## src/design/smbo_pkg.sv

```systemverilog
// Purpose: shared constants and types for the special-mode brake override supervisor
// Assumes: 125 MHz clock, one time base for the override interval
// Notes: the interval count is derived from minutes and the clock rate
package smbo_pkg;
  localparam int unsigned CLK_HZ = 125000000;
  localparam int unsigned OVERRIDE_MINUTES = 15;
  localparam longint unsigned OVERRIDE_CYCLES = 64'(OVERRIDE_MINUTES) * 64'd60 * 64'(CLK_HZ);
  localparam int CNT_W = 37;
  localparam logic STATUS_FAIL = 1'b0;
  localparam logic STATUS_OK = 1'b1;

  typedef enum logic [1:0] {
    SMBO_IDLE,
    SMBO_ACTIVE,
    SMBO_SPENT
  } smbo_state_t;

  // start preconditions presented together by the surrounding safety logic
  typedef struct packed {
    logic commission_enable;
    logic brake_sys_on;
    logic op_mode_active;
    logic brake_check_running;
  } smbo_cond_t;

  // brake check status pair
  typedef struct packed {
    logic motor_ok;
    logic redundant_ok;
  } smbo_brake_t;
endpackage

```

## src/design/smbo_override.sv

```systemverilog
// Purpose: supervisor of the one-time special-mode enabling without valid brake status
// Assumes: all inputs synchronous to CLOCK; RST asserted at control-voltage power-up
// Notes: brake check sequencing and the warning timeline live outside this block
`timescale 1ns/1ns

// Function
// - override accepted once per power-up only
// - start needs brake system switched on
// - start needs at least one brake unsuccessful
// - start needs operating mode active
// - start refused while brake check runs
// - start needs commissioning enable
// - valid start sets both statuses successful
// - valid start loads fifteen minutes remaining
// - override diag replaces interval prewarning
// - special mode acknowledged while override runs
// - missing-check error clearable during override
// - redundant brake circuit fault ends enabling
// - timeout ends enabling, raises interval error
// - termination returns both statuses unsuccessful
// - power-up initialises both statuses unsuccessful
// - brake check accepted only normal op, enable
module smbo_override #(
  parameter longint unsigned OVERRIDE_CYCLES = smbo_pkg::OVERRIDE_CYCLES
) (
  input wire logic CLOCK,
  input wire logic RST,
  input wire logic START_REQ,
  input wire logic TERMINATE_REQ,
  input wire smbo_pkg::smbo_cond_t COND,
  input wire logic REDUNDANT_CIRCUIT_FAULT,
  input wire logic BRAKE_CHECK_REQ,
  input wire logic NORMAL_OP,
  input wire logic DRIVE_ENABLE,
  input wire logic BRAKE_CHECK_DONE_OK,
  input wire logic PREWARNING_IN,
  input wire logic MISSING_ERROR_IN,
  input wire logic MISSING_ERROR_CLEAR_REQ,
  output logic OVERRIDE_ACTIVE,
  output smbo_pkg::smbo_brake_t BRAKE_STATUS,
  output logic [smbo_pkg::CNT_W-1:0] REMAINING_CYCLES,
  output logic NOT_EXECUTABLE_DIAG,
  output logic OVERRIDE_DIAG,
  output logic INTERVAL_PREWARNING,
  output logic SPECIAL_MODE_ACK,
  output logic MISSING_ERROR_CLEAR,
  output logic INTERVAL_EXCEEDED_ERROR,
  output logic BRAKE_CHECK_ACCEPT
);
  localparam logic [smbo_pkg::CNT_W-1:0] LOAD_CYCLES = OVERRIDE_CYCLES[smbo_pkg::CNT_W-1:0];

  smbo_pkg::smbo_state_t state_reg, state_next;
  smbo_pkg::smbo_brake_t status_reg, status_next;
  logic [smbo_pkg::CNT_W-1:0] remain_reg, remain_next;
  logic used_reg;
  logic diag_reg;
  logic exceeded_reg;

  wire logic any_unsuccessful = ~status_reg.motor_ok | ~status_reg.redundant_ok;
  wire logic conds_ok = COND.commission_enable
    & COND.brake_sys_on
    & any_unsuccessful
    & COND.op_mode_active
    & ~COND.brake_check_running
    & ~used_reg;
  wire logic is_idle = (state_reg == smbo_pkg::SMBO_IDLE) | (state_reg == smbo_pkg::SMBO_SPENT);
  wire logic start_ok = START_REQ & is_idle & conds_ok;
  wire logic start_bad = START_REQ & is_idle & ~conds_ok;
  wire logic active = (state_reg == smbo_pkg::SMBO_ACTIVE);
  wire logic timeout = active & (remain_reg <= {{(smbo_pkg::CNT_W-1){1'b0}}, 1'b1});
  wire logic ends = active & (TERMINATE_REQ | REDUNDANT_CIRCUIT_FAULT | timeout);

  always_comb
  begin
    state_next = state_reg;
    status_next = status_reg;
    remain_next = remain_reg;
    unique case (state_reg)
      smbo_pkg::SMBO_IDLE, smbo_pkg::SMBO_SPENT:
      begin
        if (start_ok)
        begin
          state_next = smbo_pkg::SMBO_ACTIVE;
          status_next = '{smbo_pkg::STATUS_OK, smbo_pkg::STATUS_OK};
          remain_next = LOAD_CYCLES;
        end
        // a refused start in the same cycle must leave the statuses alone
        else if (BRAKE_CHECK_ACCEPT & BRAKE_CHECK_DONE_OK & ~START_REQ)
        begin
          status_next = '{smbo_pkg::STATUS_OK, smbo_pkg::STATUS_OK};
        end
      end
      smbo_pkg::SMBO_ACTIVE:
      begin
        remain_next = remain_reg - {{(smbo_pkg::CNT_W-1){1'b0}}, 1'b1};
        if (ends)
        begin
          // fault, timeout and termination all end the override and drop the statuses
          state_next = smbo_pkg::SMBO_SPENT;
          status_next = '{smbo_pkg::STATUS_FAIL, smbo_pkg::STATUS_FAIL};
          remain_next = '0;
        end
      end
      default:
      begin
        state_next = smbo_pkg::SMBO_SPENT;
        status_next = '{smbo_pkg::STATUS_FAIL, smbo_pkg::STATUS_FAIL};
      end
    endcase
  end

  always_ff @(posedge CLOCK)
  begin
    if (RST)
    begin
      state_reg <= smbo_pkg::SMBO_IDLE;
      status_reg <= '{smbo_pkg::STATUS_FAIL, smbo_pkg::STATUS_FAIL};
      remain_reg <= '0;
      used_reg <= 1'b0;
      diag_reg <= 1'b0;
      exceeded_reg <= 1'b0;
    end
    else
    begin
      state_reg <= state_next;
      status_reg <= status_next;
      remain_reg <= remain_next;
      used_reg <= used_reg | start_ok;
      diag_reg <= start_bad;
      // sticky until power-up: the error must outlive the override that caused it
      exceeded_reg <= exceeded_reg | timeout;
    end
  end

  assign OVERRIDE_ACTIVE = active;
  assign BRAKE_STATUS = status_reg;
  assign REMAINING_CYCLES = remain_reg;
  assign NOT_EXECUTABLE_DIAG = diag_reg;
  assign OVERRIDE_DIAG = active;
  assign INTERVAL_PREWARNING = PREWARNING_IN & ~active;
  assign SPECIAL_MODE_ACK = active;
  assign MISSING_ERROR_CLEAR = active & MISSING_ERROR_IN & MISSING_ERROR_CLEAR_REQ;
  assign INTERVAL_EXCEEDED_ERROR = exceeded_reg;
  // the partner must have ended the override first; a running override blocks the check
  assign BRAKE_CHECK_ACCEPT = BRAKE_CHECK_REQ & NORMAL_OP & DRIVE_ENABLE & ~active;
endmodule

```

## config.mk

```make
export PLATFORM = sky130hd
export DESIGN_NAME = smbo_override
export DESIGN_NICKNAME = d
export VERILOG_FILES = /design/src/design/smbo_pkg.sv /design/src/design/smbo_override.sv
export SDC_FILE = /design/constraint.sdc
export NUM_CORES = 1
export LEC_CHECK = 0
export BUFFER_PORTS_ARGS = -buffer_cell sky130_fd_sc_hd__buf_2
export CAP_MARGIN = 20
export CORE_ASPECT_RATIO = 1.1
export CORE_UTILIZATION = 25
export CTS_BUF_LIST = sky130_fd_sc_hd__clkbuf_8
export DETAILED_ROUTE_END_ITERATION = 16
export GPL_TIMING_DRIVEN = 0
export SYNTH_ARGS = -nofsm -noshare
export SYNTH_HDL_FRONTEND = slang
export SYNTH_SLANG_ARGS = --single-unit
```

## constraint.sdc

```tcl
create_clock -name CLOCK -period 2.81 [get_ports CLOCK]
set_input_delay 0.1405 -clock CLOCK [delete_from_list [all_inputs] [get_ports CLOCK]]
set_output_delay 0.1405 -clock CLOCK [all_outputs]
set_load 0.1 [all_outputs]
```

==> results.sh, run 1 <==
export IMPL_clkPwrFrac_pct=33.4
export IMPL_grt_pass1_wl_um=12600
export IMPL_seqPwrFrac_pct=43.6
export IMPL_hpwl_um=5620
export IMPL_port_buffers=61
export IMPL_netlist_instances=304
export IMPL_worst_path_largest_cell_delay_ns=0.56
export IMPL_num_vias=2626
export IMPL_finalInstanceArea_um2=3100
export IMPL_cp_data_arrival_time_ns=2.94
export IMPL_layout_commonest_cell="buf_2"
export IMPL_synth_edf_count=0
export IMPL_outcome="finished, final reports clean"
export IMPL_cts_buffers=5
export IMPL_die_w_um=95.7
export IMPL_p_switching_w=0.000446
export IMPL_initial_core_util_pct=25.8
export IMPL_dp_cells=482
export IMPL_ys_warn_count=0
export IMPL_cp_max_fo=10
export IMPL_worst_ir_drop_vdd_mv=0.233
export IMPL_cp_top_family="simple AND/OR/NAND/NOR gates"
export IMPL_finalClockSkew_ns=0.00730
export IMPL_cap_viol_max_count=0
export IMPL_hp_class="input port to register"
export IMPL_hold_depth=2
export IMPL_die_area_um2=10000
export IMPL_period_share_pct=97.0
export IMPL_final_cell_mix="buf_2 (62), dfxtp_1 (33), o21ai_0 (32)"
export IMPL_syn_area_per_cell_um2=7.94
export IMPL_cts_hold_buf=0
export IMPL_crit_top_cell="or4_4"
export IMPL_ctsRootBufferMaster="clkbuf_8"
export IMPL_postLayoutCoreUtil_pct=33.1
export IMPL_cp_buffers_inverters=2
export IMPL_tightest_slew_ns=0.602
export IMPL_grt_max_degree=13
export IMPL_cp_depth=8
export IMPL_p_leak_nw=1.38
export IMPL_endpoint="REMAINING_CYCLES[5]"
export IMPL_gp_congestion=0.842
export IMPL_core_um2=9350
export IMPL_syn_nets=322
export IMPL_end_kind="register"
export IMPL_synth_area_leaders="dfxtp_1 (36%), o21ai_0 (6.6%), nor3_1 (5.4%)"
export IMPL_crit_chain="or4_1, or4_4, buf_6, or4_4, nand2b_4, buf_8, a21oi_1, a21o_1"
export IMPL_drive_above_1_share_pct=32.2
export IMPL_synth_seq_cells=43
export IMPL_syn_area_um2=2410
export IMPL_dr_pass1_iters=4
export IMPL_netlist_cell_type_count=56
export IMPL_worst_path_max_delay_cell="or4_4"
export IMPL_grt_overflow=0
export IMPL_insertion_delay_ns=0.31
export IMPL_cts_tree="done"
export IMPL_combPwrFrac_pct=23.0
export IMPL_startpoint_type="register"
export IMPL_cts_buffer_depth=2
export IMPL_p_per_area_nw_per_um2=462
export IMPL_routed_via_density=5.29
export IMPL_switching_share_pct=31.2
export IMPL_crit_required_ns=3.02
export IMPL_fmax_ghz=0.367
export IMPL_setup_violations=0
export IMPL_htreeDepth=2
export IMPL_grt_setup_unrepaired="yes"
export IMPL_worst_r2r_startpoint="REMAINING_CYCLES[23]"
export IMPL_chipHeight_um=105
export IMPL_finish_net_count=397
export IMPL_path_class="register to register"
export IMPL_fin_cells=496
export IMPL_path_clk_slew_ns=0.09
export IMPL_slew_headroom_pct=59.6
export IMPL_synth_main_ff_cell="dfxtp_1"
export IMPL_synthToLayoutAreaGrowth_pct=28.4
export IMPL_synth_seq_area_share_pct=35.7
export IMPL_cp_startpoint="REMAINING_CYCLES[23]"
export IMPL_grt_pass1_vias=2446
export IMPL_synth_top_area_cell="dfxtp_1"
export IMPL_largest_reg_flops=37
export IMPL_track_usage_pct=16.3
export IMPL_placed_area_um2=2890
export IMPL_timing_rr_end="REMAINING_CYCLES[5]"
export IMPL_drc_errors=0
export IMPL_holdWs_ns=0.0936
export IMPL_finalWorstSetupSlack_ns=0.0848
export IMPL_cts_sinks=43
export IMPL_n_fill_cell=1049
export IMPL_finalMaxSlewViolations=0
export IMPL_r2r_cells=8
export IMPL_totalWireLength_um=7870
export IMPL_fin_crit_ns=2.73
export IMPL_first_iter_violations=185
export IMPL_p_int_w=0.000986
export IMPL_synthArstFlopShare_pct=0
export IMPL_yosysTopAreaCellShare_pct=35.7
export IMPL_rows=37
export IMPL_preCtsSetupSlack_ns=-0.0244
export IMPL_antenna_cells=0
export IMPL_antenna_found_initial=0
export IMPL_ant_nets=0
export IMPL_worst_r2r_setup_slack_ns=0.08
export IMPL_boundaryPins=63
export IMPL_detail_route_wl_per_cell_um=15.9
export IMPL_hold_viol_final=0
[Yosys cell counts, drive strengths merged, types with 6 or more instances]
library cell / count
a211oi: 6
nand3: 9
nand2: 22
dfxtp: 43
or3: 13
nor3: 27
a31oi: 11
o21ai: 36
buf: 7
nor2: 30
nor4: 10
a21oi: 14
clkbuf: 12
inv: 8
[logic make-up (layout without fill, tap and decap cells)]
| group | Yosys count | in the layout | share of synthesized area, % |
|---|---|---|---|
| simple gates | 139 | 139 | 32.7 |
| compound gates | 84 | 84 | 21.2 |
| flops | 43 | 43 | 35.7 |
| buf+inv | 28 | 103 | 6.17 |
| xor+xnor | 6 | 6 | 2.18 |
| fa+ha+maj | 2 | 2 | 1.04 |
| mux | 2 | 2 | 1.04 |
[power by group through the flow]
stage,clock network (W),registers (W),logic (W)
6_report,0.000478,0.000624,0.000329
5_1_grt,0.000517,0.000626,0.000355
4_1_cts,0.000488,0.000624,0.000309
3_5_place_dp,0,0.000639,0.000308
3_3_place_gp,0,0.000638,0.000305
2_1_floorplan,0,0.000686,0.000192
[worst min path at each step]
stage               from              endpoint
2_1_floorplan  START_REQ   NOT_EXECUTABLE_DIAG
3_3_place_gp         RST  REMAINING_CYCLES[27]
3_5_place_dp         RST   NOT_EXECUTABLE_DIAG
4_1_cts              RST   NOT_EXECUTABLE_DIAG
5_1_grt              RST   NOT_EXECUTABLE_DIAG
6_report             RST   NOT_EXECUTABLE_DIAG
[timing repair]
item | CTS | global route
setup buffers | 0 | 7
setup endpoints to repair | 1 | 26
pin swaps | 0 | 0
gates cloned | 0 | 0
resized for setup | 1 | 10
[routing by layer]
metal  vias up  track usage [%]  wire length [um]
met4         0             6.50               179
li1       1280                -                 -
met1      1251             20.9              3450
met3        12             3.49               528
met5         -                0                 0
met2        83             26.2              3710
[per-stage QoR]
step           TNS (ns)  power, W
2_1_floorplan    -0.132  0.000878
3_3_place_gp    -0.0193  0.000943
3_5_place_dp    -0.0244  0.000947
4_1_cts               0   0.00142
5_1_grt        -0.00611   0.00150
6_report              0   0.00143
[layout make-up]
class | instances | area (um^2) | share of cell area [%]
Clock inverter | 2 | 33.8 | 1.09
Buffer | 19 | 120 | 3.88
Multi-Input combinational cell | 233 | 1450 | 46.8
Timing Repair Buffer | 68 | 370 | 12.0
Inverter | 9 | 33.8 | 1.09
Sequential cell | 43 | 876 | 28.3
Tap cell | 117 | 146 | 4.73
Clock buffer | 5 | 68.8 | 2.22
Note: power is estimated with default switching activity, not from simulation.
==> run 2, diff against run 1 <==
--- a/config.mk
+++ b/config.mk
@@ -8,6 +8,7 @@
 export BUFFER_PORTS_ARGS = -buffer_cell sky130_fd_sc_hd__buf_2
 export CAP_MARGIN = 20
 export CORE_ASPECT_RATIO = 1.1
+export CORE_MARGIN = 4
 export CORE_UTILIZATION = 25
 export CTS_BUF_LIST = sky130_fd_sc_hd__clkbuf_8
 export DETAILED_ROUTE_END_ITERATION = 16
==> constraint.sdc (replaced) <==
create_clock -name CLOCK -period 2.81 [get_ports CLOCK]
set_input_delay 0.1405 -clock CLOCK [delete_from_list [all_inputs] [get_ports CLOCK]]
set_output_delay 0.1405 -clock CLOCK [all_outputs]
set_load 0.05 [all_outputs]
==> results.sh, run 2 (same netlist as run 1, synthesis figures left out) <==
export IMPL_setup_violations=0
export IMPL_finalClockSkew_ns=0.00882
export IMPL_die_area_um2=11300
export IMPL_dp_cells=482
export IMPL_grt_pass1_wl_um=12800
export IMPL_cts_sinks=43
export IMPL_startpoint_type="register"
export IMPL_rows=37
export IMPL_hpwl_um=5830
export IMPL_antenna_found_initial=0
export IMPL_finish_net_count=396
export IMPL_die_w_um=102
export IMPL_path_class="register to register"
export IMPL_track_usage_pct=14.0
export IMPL_dr_pass1_iters=5
export IMPL_grt_max_degree=13
export IMPL_initial_core_util_pct=25.7
export IMPL_worst_path_max_delay_cell="or4_4"
export IMPL_fin_crit_ns=2.75
export IMPL_gp_congestion=0.865
export IMPL_multi_input_area_um2=1430
export IMPL_worst_ir_drop_vdd_mv=0.177
export IMPL_cts_hold_buf=0
export IMPL_placed_area_um2=2870
export IMPL_antenna_cells=0
export IMPL_htreeDepth=2
export IMPL_grt_overflow=0
export IMPL_boundaryPins=63
export IMPL_cts_buffers=5
export IMPL_final_cell_mix="buf_2 (62), dfxtp_1 (42), nor2_1 (30)"
export IMPL_fmax_ghz=0.364
export IMPL_outcome="finished, final reports clean"
export IMPL_finalInstanceArea_um2=3060
export IMPL_cp_buffers_inverters=2
export IMPL_ant_nets=0
export IMPL_cp_max_fo=10
export IMPL_regArea_um2=865
export IMPL_period_share_pct=97.8
export IMPL_cts_buffer_depth=2
export IMPL_p_per_area_nw_per_um2=458
export IMPL_crit_required_ns=3.01
export IMPL_routed_via_density=5.37
export IMPL_path_clk_slew_ns=0.09
export IMPL_hp_class="input port to register"
export IMPL_finalSetupTns_ns=0
export IMPL_drive_above_1_share_pct=28.3
export IMPL_first_iter_violations=261
export IMPL_cp_data_arrival_time_ns=2.95
export IMPL_worst_path_largest_cell_delay_ns=0.56
export IMPL_crit_top_cell="or4_4"
export IMPL_r2r_cells=8
export IMPL_fin_cells=495
export IMPL_hold_viol_final=0
export IMPL_totalWireLength_um=8150
export IMPL_port_buffers=61
export IMPL_tightest_slew_ns=0.685
export IMPL_cap_viol_max_count=0
export IMPL_finalMaxSlewViolations=0
export IMPL_largest_reg_flops=37
export IMPL_ctsRootBufferMaster="clkbuf_8"
export IMPL_postLayoutCoreUtil_pct=32.6
export IMPL_p_leak_nw=1.36
export IMPL_core_um2=9400
export IMPL_grt_pass1_vias=2452
export IMPL_end_kind="register"
export IMPL_n_fill_cell=1035
export IMPL_chipHeight_um=111
export IMPL_cp_depth=8
export IMPL_drc_errors=0
export IMPL_num_vias=2657
export IMPL_synthToLayoutAreaGrowth_pct=26.9
export IMPL_detail_route_wl_per_cell_um=16.5
export IMPL_cp_top_family="simple AND/OR/NAND/NOR gates"
export IMPL_layout_commonest_cell="buf_2"
export IMPL_slew_headroom_pct=54.2
export IMPL_hold_depth=2
export IMPL_cts_tree="done"
export IMPL_crit_chain="or4_1, or4_4, buf_6, or4_4, nand2b_4, buf_8, a21oi_1, a21o_1"
export IMPL_insertion_delay_ns=0.30
## run 2: changes by cell type in the layout (fill, tap and decap cells not counted), moves of 2 or more
| cell | previous run | this run |
|---|---|---|
| o21ai_1 | 3 | 8 |
| nor2_1 | 28 | 30 |
| dfxtp_1 | 33 | 42 |
| dfxtp_2 | 9 | 0 |
| o21ai_0 | 32 | 27 |
| nor2_2 | 2 | 0 |
## run 2: timing repair
| action | CTS | global route |
|---|---|---|
| pin swaps | 0 | 0 |
| buffers inserted | 0 | 6 |
| cloned | 0 | 0 |
| gates resized for setup | 2 | 13 |
| setup endpoints to repair | 2 | 25 |
## run 2: layer usage
layer	up-vias	track usage [%]	part of all wire, %
li1	1277	-	-
met1	1263	18.6	43
met2	108	22.6	48
met3	9	3.08	7.8
met4	0	3.99	1.3
met5	-	0	0
## run 2: power breakdown
| part | switching, W | internal, W | total [W] | leakage, nW |
|---|---|---|---|---|
| clock network | 0.000222 | 0.000257 | 0.000480 | 0.0554 |
| registers | 0.00000823 | 0.000616 | 0.000624 | 0.348 |
| logic | 0.000183 | 0.000116 | 0.000299 | 0.961 |
## run 2: worst paths after layout
kind	slack, ns	end	start
min reg2reg	0.47	INTERVAL_EXCEEDED_ERROR	INTERVAL_EXCEEDED_ERROR
max reg2reg	0.06	REMAINING_CYCLES[5]	REMAINING_CYCLES[23]
min	0.11	REMAINING_CYCLES[27]	RST
max	0.06	REMAINING_CYCLES[5]	REMAINING_CYCLES[23]
## run 2: cell type report
cell class	instances	area share [%]
Multi-Input combinational cell	233	46.7
Sequential cell	43	28.3
Timing Repair Buffer	67	11.9
Tap cell	117	4.78
Buffer	19	3.92
Clock buffer	5	2.25
Clock inverter	2	1.10
Inverter	9	1.10
## run 2: through the flow
step | setup slack [ns] | total power, W | hold slack (ns)
floorplan | 0.0161 | 0.000843 | 0.304
global placement | 0.00248 | 0.000908 | 0.406
detailed placement | 0.00203 | 0.000910 | 0.410
CTS | 0.0117 | 0.00138 | 0.0977
global route | -0.0320 | 0.00146 | 0.136
finish | 0.0607 | 0.00140 | 0.107
